==> src/include/awsp_pkg.sv <==
package awsp_pkg;

    ////////////////////////////////////////////////////////////////////////////
    // Opcodes
    localparam logic [7:0] OP_SMART        = 8'hb0; // SMART family
    localparam logic [7:0] OP_STANDBY      = 8'he2; // Standby
    localparam logic [7:0] OP_STANDBY_IMM  = 8'he0; // Standby immediate
    localparam logic [7:0] OP_WR_BUFFER    = 8'he8; // Sector buffer write
    localparam logic [7:0] OP_WR_DMA_A     = 8'hca; // DMA write, 28-bit
    localparam logic [7:0] OP_WR_DMA_B     = 8'hcb; // DMA write, 28-bit
    localparam logic [7:0] OP_WR_DMA_EXT   = 8'h35; // DMA write, extended
    localparam logic [7:0] OP_WR_PIO       = 8'h30; // PIO write, 28-bit
    localparam logic [7:0] OP_WR_PIO_EXT   = 8'h34; // PIO write, extended
    localparam logic [7:0] OP_WR_NOERASE   = 8'h38; // Write without erase
    localparam logic [7:0] OP_WR_MULT      = 8'hc5; // Multiple write, 28-bit
    localparam logic [7:0] OP_WR_MULT_EXT  = 8'h39; // Multiple write, extended
    localparam logic [7:0] OP_WR_VERIFY    = 8'h3c; // Write then verify
    localparam logic [7:0] OP_SET_MULT     = 8'hc6; // Set block count
    localparam logic [7:0] OP_SET_MAX      = 8'hf9; // Set max address
    localparam logic [7:0] OP_SET_MAX_EXT  = 8'h37; // Set max address, extended

    ////////////////////////////////////////////////////////////////////////////
    // SMART feature codes
    localparam logic [7:0] SF_READ_DATA    = 8'hd0; // Send data structure
    localparam logic [7:0] SF_AUTOSAVE     = 8'hd2; // Auto-save control
    localparam logic [7:0] SF_OFFLINE      = 8'hd4; // Off-line execute
    localparam logic [7:0] SF_READ_LOG     = 8'hd5; // Send selected log
    localparam logic [7:0] SF_ENABLE       = 8'hd8; // Enable
    localparam logic [7:0] SF_DISABLE      = 8'hd9; // Disable
    localparam logic [7:0] SF_STATUS       = 8'hda; // Reliability status

    ////////////////////////////////////////////////////////////////////////////
    // Counts and reset values
    localparam logic [16:0] CNT_28_ZERO    = 17'h00100; // Zero count, 28-bit
    localparam logic [16:0] CNT_EXT_ZERO   = 17'h10000; // Zero count, extended
    localparam logic [7:0]  MULT_RST       = 8'h01;     // Block count after reset
    localparam logic [47:0] MAX_LBA_RST    = 48'h0000_0fff_ffff; // Plain default
    localparam int          LBA28_W        = 28;        // 28-bit address width

    ////////////////////////////////////////////////////////////////////////////
    // Taskfile carried with a command
    typedef struct packed {
        logic [7:0]  opcode;  // Command code
        logic [7:0]  feature; // Feature register
        logic [15:0] count;   // Sector count
        logic [47:0] lba;     // Start address
    } awsp_taskfile_t;

    // Completion status
    typedef struct packed {
        logic err;   // Error summary
        logic abrt;  // Command aborted
        logic idnf;  // Address out of range
    } awsp_status_t;

    // Sequencer states
    typedef enum logic [1:0] {
        ST_IDLE = 2'b00,
        ST_XFER = 2'b01,
        ST_DONE = 2'b10
    } awsp_state_t;

endpackage : awsp_pkg

==> src/verilog/awsp_cmd.sv <==
`timescale 1ns/100ps
module awsp_cmd (
    input  wire logic                    ref_clk_in,     // 25 MHz clock
    input  wire logic                    rst_b_in,       // Async reset, low
    input  wire logic                    cmd_valid_in,   // Command strobe
    input  wire awsp_pkg::awsp_taskfile_t cmd_in,        // Command taskfile
    input  wire logic                    xfer_done_in,   // Sector moved
    output logic                         busy_out,       // Busy
    output logic                         intrq_out,      // Interrupt pulse
    output awsp_pkg::awsp_status_t       status_out,     // Completion status
    output logic                         xfer_req_out,   // Sector request
    output logic [47:0]                  xfer_lba_out,   // Sector address
    output logic                         xfer_buf_out,   // Target is buffer
    output logic                         xfer_verify_out,// Verify sector
    output logic                         standby_out,    // Standby state
    output logic                         smart_en_out,   // SMART monitoring on
    output logic                         autosave_out,   // Attribute auto-save
    output logic [15:0]                  smart_evt_out,  // SMART event count
    output logic                         smart_req_out,  // SMART send pulse
    output logic [7:0]                   smart_kind_out, // Which SMART send
    output logic [7:0]                   smart_sel_out,  // Log or test select
    output logic                         offline_out,    // Off-line start pulse
    output logic [7:0]                   mult_out,       // Block count
    output logic [47:0]                  max_lba_out     // Max address
);

    ////////////////////////////////////////////////////////////////////////////
    // Effective sector count from the count field
    function automatic logic [16:0] eff_count(input logic ext, input logic [15:0] cnt);
        if (ext) begin
            eff_count = (cnt == 16'h0000) ? awsp_pkg::CNT_EXT_ZERO : {1'b0, cnt};
        end else begin
            eff_count = (cnt[7:0] == 8'h00) ? awsp_pkg::CNT_28_ZERO : {9'h000, cnt[7:0]};
        end
    endfunction : eff_count

    ////////////////////////////////////////////////////////////////////////////
    // State
    awsp_pkg::awsp_state_t state_reg;        // Sequencer state
    logic [16:0]           remain_reg;       // Sectors left
    logic [7:0]            blk_reg;          // Sectors in current block
    logic                  is_mult_reg;      // Multiple-block write
    logic                  is_dma_reg;       // Single final interrupt
    logic                  busy_reg;         // Busy
    logic                  intrq_reg;        // Interrupt pulse
    awsp_pkg::awsp_status_t status_reg;      // Status
    logic                  xfer_req_reg;     // Sector request
    logic [47:0]           lba_reg;          // Current sector
    logic                  buf_reg;          // Buffer target
    logic                  verify_reg;       // Verify each sector
    logic                  standby_reg;      // Standby
    logic                  smart_en_reg;     // SMART on
    logic                  autosave_reg;     // Auto-save on
    logic [15:0]           evt_reg;          // SMART event counter
    logic                  smart_req_reg;    // SMART send pulse
    logic [7:0]            kind_reg;         // SMART send kind
    logic [7:0]            sel_reg;          // Log or test select
    logic                  offline_reg;      // Off-line start pulse
    logic [7:0]            mult_reg;         // Block count
    logic [47:0]           max_reg;          // Max address

    ////////////////////////////////////////////////////////////////////////////
    // Decode
    wire [7:0]  op_w       = cmd_in.opcode;                        // Opcode
    wire [7:0]  ft_w       = cmd_in.feature;                       // Feature
    wire        accept_w   = cmd_valid_in && (state_reg == awsp_pkg::ST_IDLE); // Taken
    wire        op_w28_w   = (op_w == awsp_pkg::OP_WR_DMA_A) || (op_w == awsp_pkg::OP_WR_DMA_B)
                          || (op_w == awsp_pkg::OP_WR_PIO) || (op_w == awsp_pkg::OP_WR_NOERASE)
                          || (op_w == awsp_pkg::OP_WR_VERIFY) || (op_w == awsp_pkg::OP_WR_MULT);
    wire        op_wext_w  = (op_w == awsp_pkg::OP_WR_DMA_EXT) || (op_w == awsp_pkg::OP_WR_PIO_EXT)
                          || (op_w == awsp_pkg::OP_WR_MULT_EXT);
    wire        op_write_w = op_w28_w || op_wext_w;                 // Media write
    wire        op_mult_w  = (op_w == awsp_pkg::OP_WR_MULT) || (op_w == awsp_pkg::OP_WR_MULT_EXT);
    wire        op_dma_w   = (op_w == awsp_pkg::OP_WR_DMA_A) || (op_w == awsp_pkg::OP_WR_DMA_B)
                          || (op_w == awsp_pkg::OP_WR_DMA_EXT);
    wire        op_ver_w   = (op_w == awsp_pkg::OP_WR_VERIFY);
    wire        op_buf_w   = (op_w == awsp_pkg::OP_WR_BUFFER);
    wire        op_stby_w  = (op_w == awsp_pkg::OP_STANDBY) || (op_w == awsp_pkg::OP_STANDBY_IMM);
    wire        op_smart_w = (op_w == awsp_pkg::OP_SMART);
    wire        op_smul_w  = (op_w == awsp_pkg::OP_SET_MULT);
    wire        op_smax_w  = (op_w == awsp_pkg::OP_SET_MAX) || (op_w == awsp_pkg::OP_SET_MAX_EXT);
    wire        op_known_w = op_write_w || op_buf_w || op_stby_w || op_smart_w
                          || op_smul_w || op_smax_w;
    // SMART subfunction decode
    wire        sf_known_w = (ft_w == awsp_pkg::SF_READ_DATA) || (ft_w == awsp_pkg::SF_AUTOSAVE)
                          || (ft_w == awsp_pkg::SF_OFFLINE) || (ft_w == awsp_pkg::SF_READ_LOG)
                          || (ft_w == awsp_pkg::SF_ENABLE) || (ft_w == awsp_pkg::SF_DISABLE)
                          || (ft_w == awsp_pkg::SF_STATUS);
    wire        sf_ok_w    = smart_en_reg ? sf_known_w : (ft_w == awsp_pkg::SF_ENABLE);
    wire        sf_send_w  = (ft_w == awsp_pkg::SF_READ_DATA) || (ft_w == awsp_pkg::SF_READ_LOG)
                          || (ft_w == awsp_pkg::SF_STATUS);
    wire        abort_w    = !op_known_w || (op_smart_w && !sf_ok_w)
                          || (op_smul_w && (cmd_in.count[7:0] == 8'h00));
    // Address range check
    wire [47:0] lba_eff_w  = op_wext_w ? cmd_in.lba
                          : {20'h00000, cmd_in.lba[awsp_pkg::LBA28_W-1:0]};
    wire [16:0] cnt_w      = op_buf_w ? 17'h00001 : eff_count(op_wext_w, cmd_in.count);
    wire [48:0] last_w     = {1'b0, lba_eff_w} + {32'h00000000, cnt_w} - 49'h0_0000_0000_0001;
    wire        idnf_w     = op_write_w && (last_w > {1'b0, max_reg});
    wire        go_xfer_w  = accept_w && !abort_w && !idnf_w && (op_write_w || op_buf_w);
    wire        last_sec_w = (remain_reg == 17'h00001);               // Final sector
    wire [7:0]  blk_inc_w  = blk_reg + 8'h01;                         // Block position
    wire        blk_end_w  = is_mult_reg && (blk_inc_w == mult_reg);
    localparam int LBA28_PAD = 20;                                    // Pad above 28 bits

    ////////////////////////////////////////////////////////////////////////////
    // Sequencer and transfer
    always_ff @(posedge ref_clk_in or negedge rst_b_in) begin
        if (!rst_b_in) begin
            state_reg    <= awsp_pkg::ST_IDLE;
            remain_reg   <= 17'h00000;
            blk_reg      <= 8'h00;
            is_mult_reg  <= 1'b0;
            is_dma_reg   <= 1'b0;
            busy_reg     <= 1'b0;
            intrq_reg    <= 1'b0;
            status_reg   <= '0;
            xfer_req_reg <= 1'b0;
            lba_reg      <= 48'h0000_0000_0000;
            buf_reg      <= 1'b0;
            verify_reg   <= 1'b0;
        end else begin
            intrq_reg <= 1'b0;
            unique case (state_reg)
                awsp_pkg::ST_IDLE: begin
                    if (accept_w) begin
                        busy_reg        <= 1'b1;
                        status_reg.abrt <= abort_w;
                        status_reg.idnf <= !abort_w && idnf_w;
                        status_reg.err  <= abort_w || idnf_w;
                        if (go_xfer_w) begin
                            state_reg    <= awsp_pkg::ST_XFER;
                            remain_reg   <= cnt_w;
                            lba_reg      <= lba_eff_w;
                            blk_reg      <= 8'h00;
                            is_mult_reg  <= op_mult_w;
                            is_dma_reg   <= op_dma_w || op_ver_w;
                            buf_reg      <= op_buf_w;
                            verify_reg   <= op_ver_w;
                            xfer_req_reg <= 1'b1;
                        end else begin
                            state_reg <= awsp_pkg::ST_DONE;
                        end
                    end
                end
                awsp_pkg::ST_XFER: begin
                    if (xfer_done_in) begin
                        remain_reg <= remain_reg - 17'h00001;
                        lba_reg    <= lba_reg + 48'h0000_0000_0001;
                        if (last_sec_w) begin
                            xfer_req_reg <= 1'b0;
                            state_reg    <= awsp_pkg::ST_DONE;
                        end else if (blk_end_w) begin
                            blk_reg   <= 8'h00;
                            intrq_reg <= 1'b1;
                        end else begin
                            blk_reg   <= blk_inc_w;
                            intrq_reg <= !is_mult_reg && !is_dma_reg;
                        end
                    end
                end
                awsp_pkg::ST_DONE: begin
                    busy_reg   <= 1'b0;
                    intrq_reg  <= 1'b1;
                    buf_reg    <= 1'b0;
                    verify_reg <= 1'b0;
                    state_reg  <= awsp_pkg::ST_IDLE;
                end
                default: begin
                    state_reg <= awsp_pkg::ST_IDLE;
                end
            endcase
        end
    end

    ////////////////////////////////////////////////////////////////////////////
    // SMART, power and configuration state
    always_ff @(posedge ref_clk_in or negedge rst_b_in) begin
        if (!rst_b_in) begin
            standby_reg   <= 1'b0;
            smart_en_reg  <= 1'b0;
            autosave_reg  <= 1'b0;
            evt_reg       <= 16'h0000;
            smart_req_reg <= 1'b0;
            kind_reg      <= 8'h00;
            sel_reg       <= 8'h00;
            offline_reg   <= 1'b0;
            mult_reg      <= awsp_pkg::MULT_RST;
            max_reg       <= awsp_pkg::MAX_LBA_RST;
        end else begin
            smart_req_reg <= 1'b0;
            offline_reg   <= 1'b0;
            if (smart_en_reg && (state_reg == awsp_pkg::ST_XFER) && xfer_done_in) begin
                evt_reg <= evt_reg + 16'h0001;
            end
            if (accept_w && !abort_w) begin
                if (op_stby_w) begin
                    standby_reg <= 1'b1;
                end
                if (go_xfer_w) begin
                    standby_reg <= 1'b0;
                end
                if (op_smul_w) begin
                    mult_reg <= cmd_in.count[7:0];
                end
                if (op_smax_w) begin
                    max_reg <= (op_w == awsp_pkg::OP_SET_MAX_EXT) ? cmd_in.lba
                             : {LBA28_PAD'(0), cmd_in.lba[awsp_pkg::LBA28_W-1:0]};
                end
                if (op_smart_w) begin
                    unique case (ft_w)
                        awsp_pkg::SF_ENABLE: begin
                            smart_en_reg <= 1'b1;
                        end
                        awsp_pkg::SF_DISABLE: begin
                            smart_en_reg <= 1'b0;
                            autosave_reg <= 1'b0;
                            evt_reg      <= 16'h0000;
                        end
                        awsp_pkg::SF_AUTOSAVE: begin
                            autosave_reg <= (cmd_in.count[7:0] != 8'h00);
                        end
                        awsp_pkg::SF_OFFLINE: begin
                            offline_reg <= 1'b1;
                            sel_reg     <= cmd_in.lba[7:0];
                        end
                        default: begin
                            smart_req_reg <= sf_send_w;
                            kind_reg      <= ft_w;
                            sel_reg       <= cmd_in.lba[7:0];
                        end
                    endcase
                end
            end
        end
    end

    ////////////////////////////////////////////////////////////////////////////
    // Outputs
    assign busy_out        = busy_reg;
    assign intrq_out       = intrq_reg;
    assign status_out      = status_reg;
    assign xfer_req_out    = xfer_req_reg;
    assign xfer_lba_out    = lba_reg;
    assign xfer_buf_out    = buf_reg;
    assign xfer_verify_out = verify_reg;
    assign standby_out     = standby_reg;
    assign smart_en_out    = smart_en_reg;
    assign autosave_out    = autosave_reg;
    assign smart_evt_out   = evt_reg;
    assign smart_req_out   = smart_req_reg;
    assign smart_kind_out  = kind_reg;
    assign smart_sel_out   = sel_reg;
    assign offline_out     = offline_reg;
    assign mult_out        = mult_reg;
    assign max_lba_out     = max_reg;
endmodule : awsp_cmd
==> config.mk <==
export PLATFORM = sky130hd
export DESIGN_NAME = awsp_cmd
export DESIGN_NICKNAME = d
export VERILOG_FILES = /design/src/include/awsp_pkg.sv /design/src/verilog/awsp_cmd.sv
export SDC_FILE = /design/constraint.sdc
export NUM_CORES = 1
export LEC_CHECK = 0
export BUFFER_PORTS_ARGS = -buffer_cell sky130_fd_sc_hd__buf_2
export CAP_MARGIN = 15
export CORE_MARGIN = 3
export CORE_UTILIZATION = 48
export CTS_CLUSTER_DIAMETER = 80
export DETAILED_ROUTE_END_ITERATION = 8
export PLACE_DENSITY = 0.7
export SLEW_MARGIN = 20
export SYNTH_ARGS = -nofsm -noshare
export SYNTH_HDL_FRONTEND = slang
export SYNTH_SLANG_ARGS = --single-unit
==> constraint.sdc <==
create_clock -name ref_clk_in -period 3.5 [get_ports ref_clk_in]
set_input_delay 0.7 -clock ref_clk_in [delete_from_list [all_inputs] [get_ports ref_clk_in]]
set_output_delay 0.7 -clock ref_clk_in [all_outputs]
set_load 0.05 [all_outputs]
## Word level (Yosys, flattened, before mapping)

Index checks and enable logic that the tools add are counted.

- Output and inout port bits: 149
- Bits in registers: 178
- Word-level logic and storage cells: 195

- Bitwise operators: 2
- Equal/unequal tests: 32
- Muxes and demuxes: 57
- Reductions and logical operators: 73
- $add $sub $neg: 6
- $lt $le $gt $ge: 1

Operators with widths:

| operator | count |
|---|---|
| $mux W48 | 5 |
| $eq A8 B8 Y1 const B | 16 |
| $mux W17 | 6 |
| $pmux W48 S2 | 1 |
| $mux W16 | 4 |
| $eq A8 B6 Y1 const B | 7 |
| $add A48 B17 Y49 | 1 |
| $gt A49 B48 Y1 | 1 |
| $sub A49 B1 Y49 const B | 1 |
| $add A48 B1 Y48 const B | 1 |
| $mux W8 | 5 |
| $pmux W17 S2 | 1 |
| $logic_or A1 B1 Y1 | 29 |
| $mux W1 | 21 |
| $reduce_and A3 Y1 | 7 |
| $eq A17 B1 Y1 const B | 1 |
| $sub A17 B1 Y17 const B | 1 |
| $add A16 B1 Y16 const B | 1 |
| $logic_not A16 Y1 | 1 |
| $pmux W8 S2 | 1 |
| $pmux W1 S2 | 7 |
| $logic_and A1 B1 Y1 | 12 |
| $ne A2 B2 Y1 const B | 5 |
| $reduce_and A2 Y1 | 5 |
| other kinds (17) | 31 |

## Longest topological paths before layout

- Word-level depth: 22
- Mapped depth: 33
- Mapped depth without buffers: 29

## Worst setup path after synthesis

Ideal clock, no wire load.

- Kind: input -> register
- Start point: input port cmd_in[73] in the netlist's numbering
- End point: register blk_reg[3]
- Path slack: -3.781 ns
- Stages on the path: 29
- Setup time: 0.090 ns
- Buffers on the path: 4
- Arrival: 7.190 ns
- Cell sequence: buf_2 nor3b_2 and2_1 o21a_1 clkbuf_1 clkbuf_1 nand2_1 ha_1 inv_1 ha_1 and3_1 a221o_1 a211oi_2 o31ai_2 o31ai_4 o21ai_1 and4_1 or3_1 ha_1 nand4_1 or4_4 nor4_2 nand2_1 o211ai_2 o2111ai_1 o211a_1 or3_1 buf_6 o31ai_4

- Longest elaborated chain between the ends: 21
- Elaborated cells on any way between the ends: 50
- Those cells by class: 2 x add/sub; 1 x order compare; 17 x eq/ne; 3 x mux; 27 x reduce/logical

RTL lines:

| item | RTL line | source |
|---|---|---|
| start: declaration | awsp_cmd.sv:6 | `input wire awsp_pkg::awsp_taskfile_t cmd_in,` |
| parallel branches: the longest is 18 deep, another holds $add A48 B17 Y49 | -- |  |
| $logic_and A1 B1 Y1 (*) | awsp_cmd.sv:100 | `wire go_xfer_w = accept_w && !abort_w && !idnf_w && (op_write_w \|\| op_buf_w);` |
| $ne A2 B2 Y1 (no source line) (*) | -- |  |
| $reduce_and A5 Y1 (no source line) (*) | -- |  |
| end signal: assignment | awsp_cmd.sv:157 | `blk_reg <= blk_inc_w;` |
| end: declaration | awsp_cmd.sv:41 | `logic [7:0] blk_reg;` |

Mark *: on every way between the ends.
A chain may end at the register's enable or synchronous reset.

## Worst setup path in the final report

- Start point: input port cmd_in[78] in the netlist's numbering
- End point: register lba_reg[16], in the netlist xfer_lba_out[16]

- Longest elaborated chain between the ends: 21
- Elaborated cells on any way between the ends: 50
- Those cells by class: 2 x add/sub; 1 x order compare; 17 x eq/ne; 3 x mux; 27 x reduce/logical

RTL lines:

| item | RTL line | source |
|---|---|---|
| parallel branches: the longest is 18 deep, another holds $add A48 B17 Y49 | -- |  |
| $logic_and A1 B1 Y1 (*) | awsp_cmd.sv:100 |  |
| $ne A2 B2 Y1 (no source line) (*) | -- |  |
| $reduce_and A4 Y1 (no source line) (*) | -- |  |
| end signal: assignment | awsp_cmd.sv:134 | `lba_reg <= lba_eff_w;` |
| end signal: assignment | awsp_cmd.sv:149 | `lba_reg <= lba_reg + 48'h0000_0000_0001;` |
| end: declaration | awsp_cmd.sv:48 | `logic [47:0] lba_reg;` |

Marks and branches as above.

==> impl_metrics.json <==
{
  "synthMostInstantiatedCell": "a21oi_1",
  "leakage_nw": 9.46,
  "track_usage": 0.304,
  "grt_pass1_vias": 14600,
  "violations": "negative setup slack",
  "layout-drive-gt1-share": 0.407,
  "syn_area_mm2": 0.0137,
  "outcome": "finished with violations",
  "r2r_slack_ns": -0.16,
  "multi_input_area_mm2": 0.00963,
  "p_per_area_mw_per_mm2": 562,
  "critPathArrivalTime_ns": 6.86,
  "crit_end": "xfer_lba_out[16]$_DFFE_PN0P_",
  "holdCritPathClass": "input pin to asynchronous set/reset pin",
  "min_period_over_period": 1.85,
  "worstMarginPinSlew_ns": 0.932,
  "cts_tree": "built",
  "io_buffers": 232,
  "ys_types": 88,
  "dp_slack_ns": -3.86,
  "cp-start-kind": "input pin",
  "required_ns": 3.87,
  "num_io_pins": 233,
  "area_growth_pct": 45.5,
  "start_util": 0.490,
  "drt_wl_total_mm": 49.4,
  "synth_top_family_by_area": "compound AO/OA/AOI/OAI gates",
  "globalplace.congestion": 0.948,
  "dpl.cell_count": 2519,
  "core_mm2": 0.0280,
  "r2r_end": "xfer_lba_out[16]$_DFFE_PN0P_",
  "peakVddDrop_v": 0.000571,
  "synth_top_area_cell": "dfrtp_1",
  "whs_ns": 0.299,
  "clk_root_buffer_cell": "clkbuf_16",
  "slowest_delay_ns": 0.37,
  "clock_path_buffers": 2,
  "cp_max_fo": 7,
  "synthArstFlopShare": 1.00,
  "crit_start": "cmd_in[78]",
  "clk_latency_ns": 0.45,
  "vias_per_cell": 5.86,
  "syn-num-nets": 1876,
  "setup_viol": 83,
  "grt_start_max_net_pins": 99,
  "seq_area_frac_synth": 0.327,
  "fin_tns_setup_ns": -240.17,
  "synthMuxAreaShare": 0.0249,
  "synth_top_area_share": 0.272,
  "overflow": 0,
  "cpMaxStageDelayCell": "and4bb_4",
  "htreeDepth": 4,
  "synth-simple-area-share": 0.188,
  "cts_buffers": 17,
  "ant_nets": 0,
  "clk_pin_slew_ns": 0.07,
  "cp-end-kind": "register",
  "layout.cells.non_filler": 2592,
  "ys_warn_count": 0,
  "seq_area_mm2": 0.00449,
  "rows": 61,
  "hold_viol": 0,
  "period_needed_ns": 6.49,
  "grt_pass1_wl_mm": 76.0,
  "synth_compound_gate_area_share": 0.243,
  "dieHeight_um": 175,
  "synthXorXnorAreaFrac": 0.0402,
  "diodes": 0,
  "crit_type": "input pin to register",
  "antenna_found_initial": 0,
  "wl_per_cell_um": 19.1,
  "die_area_mm2": 0.0306,
  "ctsHoldBuffers": 0,
  "finalPower_mw": 11.2,
  "ys_ff_latch": 178,
  "synth_edf_count": 0,
  "vias": 15200,
  "synth-adder-area-share": 0.112,
  "drv_slew": 0,
  "reg2regPathDepth": 16,
  "fin_skew_ns": 0.0158,
  "synthTopCellsByArea": "dfrtp_1 (27%), ha_1 (11%), a21oi_1 (7.2%)",
  "r2r_start": "max_lba_out[10]$_DFFE_PN1P_",
  "drc_errors": 0,
  "fmax_ghz": 0.154,
  "dp.final_hpwl_mm": 34.9,
  "synth_common_cells": "a21oi_1 (196), nand2_1 (182), inv_1 (158)",
  "cts_sinks": 178,
  "crit_top_cell": "buf_6",
  "die_w_um": 175,
  "num-fill-cells": 2134,
  "first_iter_violations": 1529,
  "yosys_most_used_dff": "dfrtp_1",
  "avgSynthCellArea_um2": 8.21,
  "first_pass_iters": 6,
  "fin_nets": 2406,
  "rsz0062_at_grt": "yes",
  "finalWorstSetupSlack_ns": -2.99,
  "drv_cap": 0,
  "slew_headroom": 0.379,
  "syn-instance-count": 1671
}
-- per-stage QoR --
stage | cell area, um^2 | utilization
after floorplan | 14100 | -
after global placement | 17800 | 0.635
after detailed placement | 17800 | 0.635
after CTS | 19200 | 0.686
after global routing | 20000 | 0.712
final | 20000 | 0.712
-- area by class of cell --
| cell class | instances | area share |
|---|---|---|
| multi-input cells | 1264 | 0.483 |
| flip-flops and latches | 178 | 0.225 |
| repair buffers | 582 | 0.208 |
| inverters | 158 | 0.0298 |
| well taps | 378 | 0.0237 |
| clock buffers | 18 | 0.0215 |
| clock inverters | 14 | 0.00947 |
-- timing repair --
item,in CTS,in global routing
resized for setup,119,117
pin swaps,45,51
buffers inserted,22,13
cloned,5,4
setup endpoints to repair,83,83
-- cell usage in the layout (no fill, tap or decap), types with 13 or more instances in the layout --
cell type / Yosys / layout
and3_1: 29 / 28
ha_4: 0 / 16
buf_4: 1 / 315
o22ai_1: 21 / 21
a31oi_4: 0 / 14
o21ai_0: 120 / 92
mux2_2: 22 / 21
o21ai_2: 1 / 15
nor2_1: 84 / 79
dfrtp_1: 149 / 149
a21o_1: 34 / 34
nand3_1: 55 / 51
clkbuf_16: 0 / 20
buf_6: 1 / 19
ha_1: 120 / 104
dfstp_2: 29 / 29
inv_1: 158 / 147
buf_2: 16 / 227
a21oi_1: 196 / 121
xnor2_1: 41 / 41
o31ai_4: 6 / 14
a21oi_2: 0 / 73
and2_1: 15 / 13
nor3_1: 20 / 19
nand2b_1: 18 / 17
nand2_1: 182 / 166
nand4_1: 36 / 36
a22o_1: 24 / 24
o21ai_1: 7 / 21
xor2_1: 22 / 21
-- critical path, delay by kind of cell --
kind	cells	cell delay (ns)
compound gates	15	2.59
buf+inv	11	1.43
simple gates	6	1.11
fa+ha+maj	3	0.85
xor+xnor	1	0.17
-- layer usage --
layer | track usage | wire length (um) | vias up
met4 | 0.0891 | 1460 | 0
met3 | 0.0409 | 3670 | 130
met5 | 0 | 0 | -
li1 | - | - | 7064
met1 | 0.415 | 20700 | 7282
met2 | 0.507 | 23600 | 711
-- worst min-delay path by stage --
stage	start	to	slack, ns	cells past startpoint
after floorplan	rst_b_in	autosave_out$_DFFE_PN0P_	0.40	0
after global placement	smart_kind_out[6]$_DFFE_PN0P_	smart_kind_out[6]$_DFFE_PN0P_	0.45	1
after detailed placement	smart_kind_out[7]$_DFFE_PN0P_	smart_kind_out[7]$_DFFE_PN0P_	0.45	1
after CTS	rst_b_in	xfer_lba_out[11]$_DFFE_PN0P_	0.33	1
after global routing	rst_b_in	xfer_lba_out[23]$_DFFE_PN0P_	0.35	1
final	rst_b_in	xfer_lba_out[23]$_DFFE_PN0P_	0.30	1
-- logic make-up (layout without fill, tap and decap cells) --
| family | Yosys count | count (layout) |
|---|---|---|
| buffers and inverters | 229 | 772 |
| flip-flops | 178 | 178 |
| AND/OR/NAND/NOR | 518 | 518 |
| AO/OA/AOI/OAI | 530 | 530 |
| adder cells (fa/ha/maj) | 122 | 122 |
| XOR/XNOR | 63 | 63 |
| multiplexers | 31 | 31 |
-- power breakdown --
part           switching, mW  internal [mW]  leakage, nW
clock network           1.00           1.10        0.299
logic                   3.76           2.25         6.95
registers              0.623           2.49         2.21
total                   5.38           5.84         9.46
No activity file was read; power rests on OpenSTA's default activity.
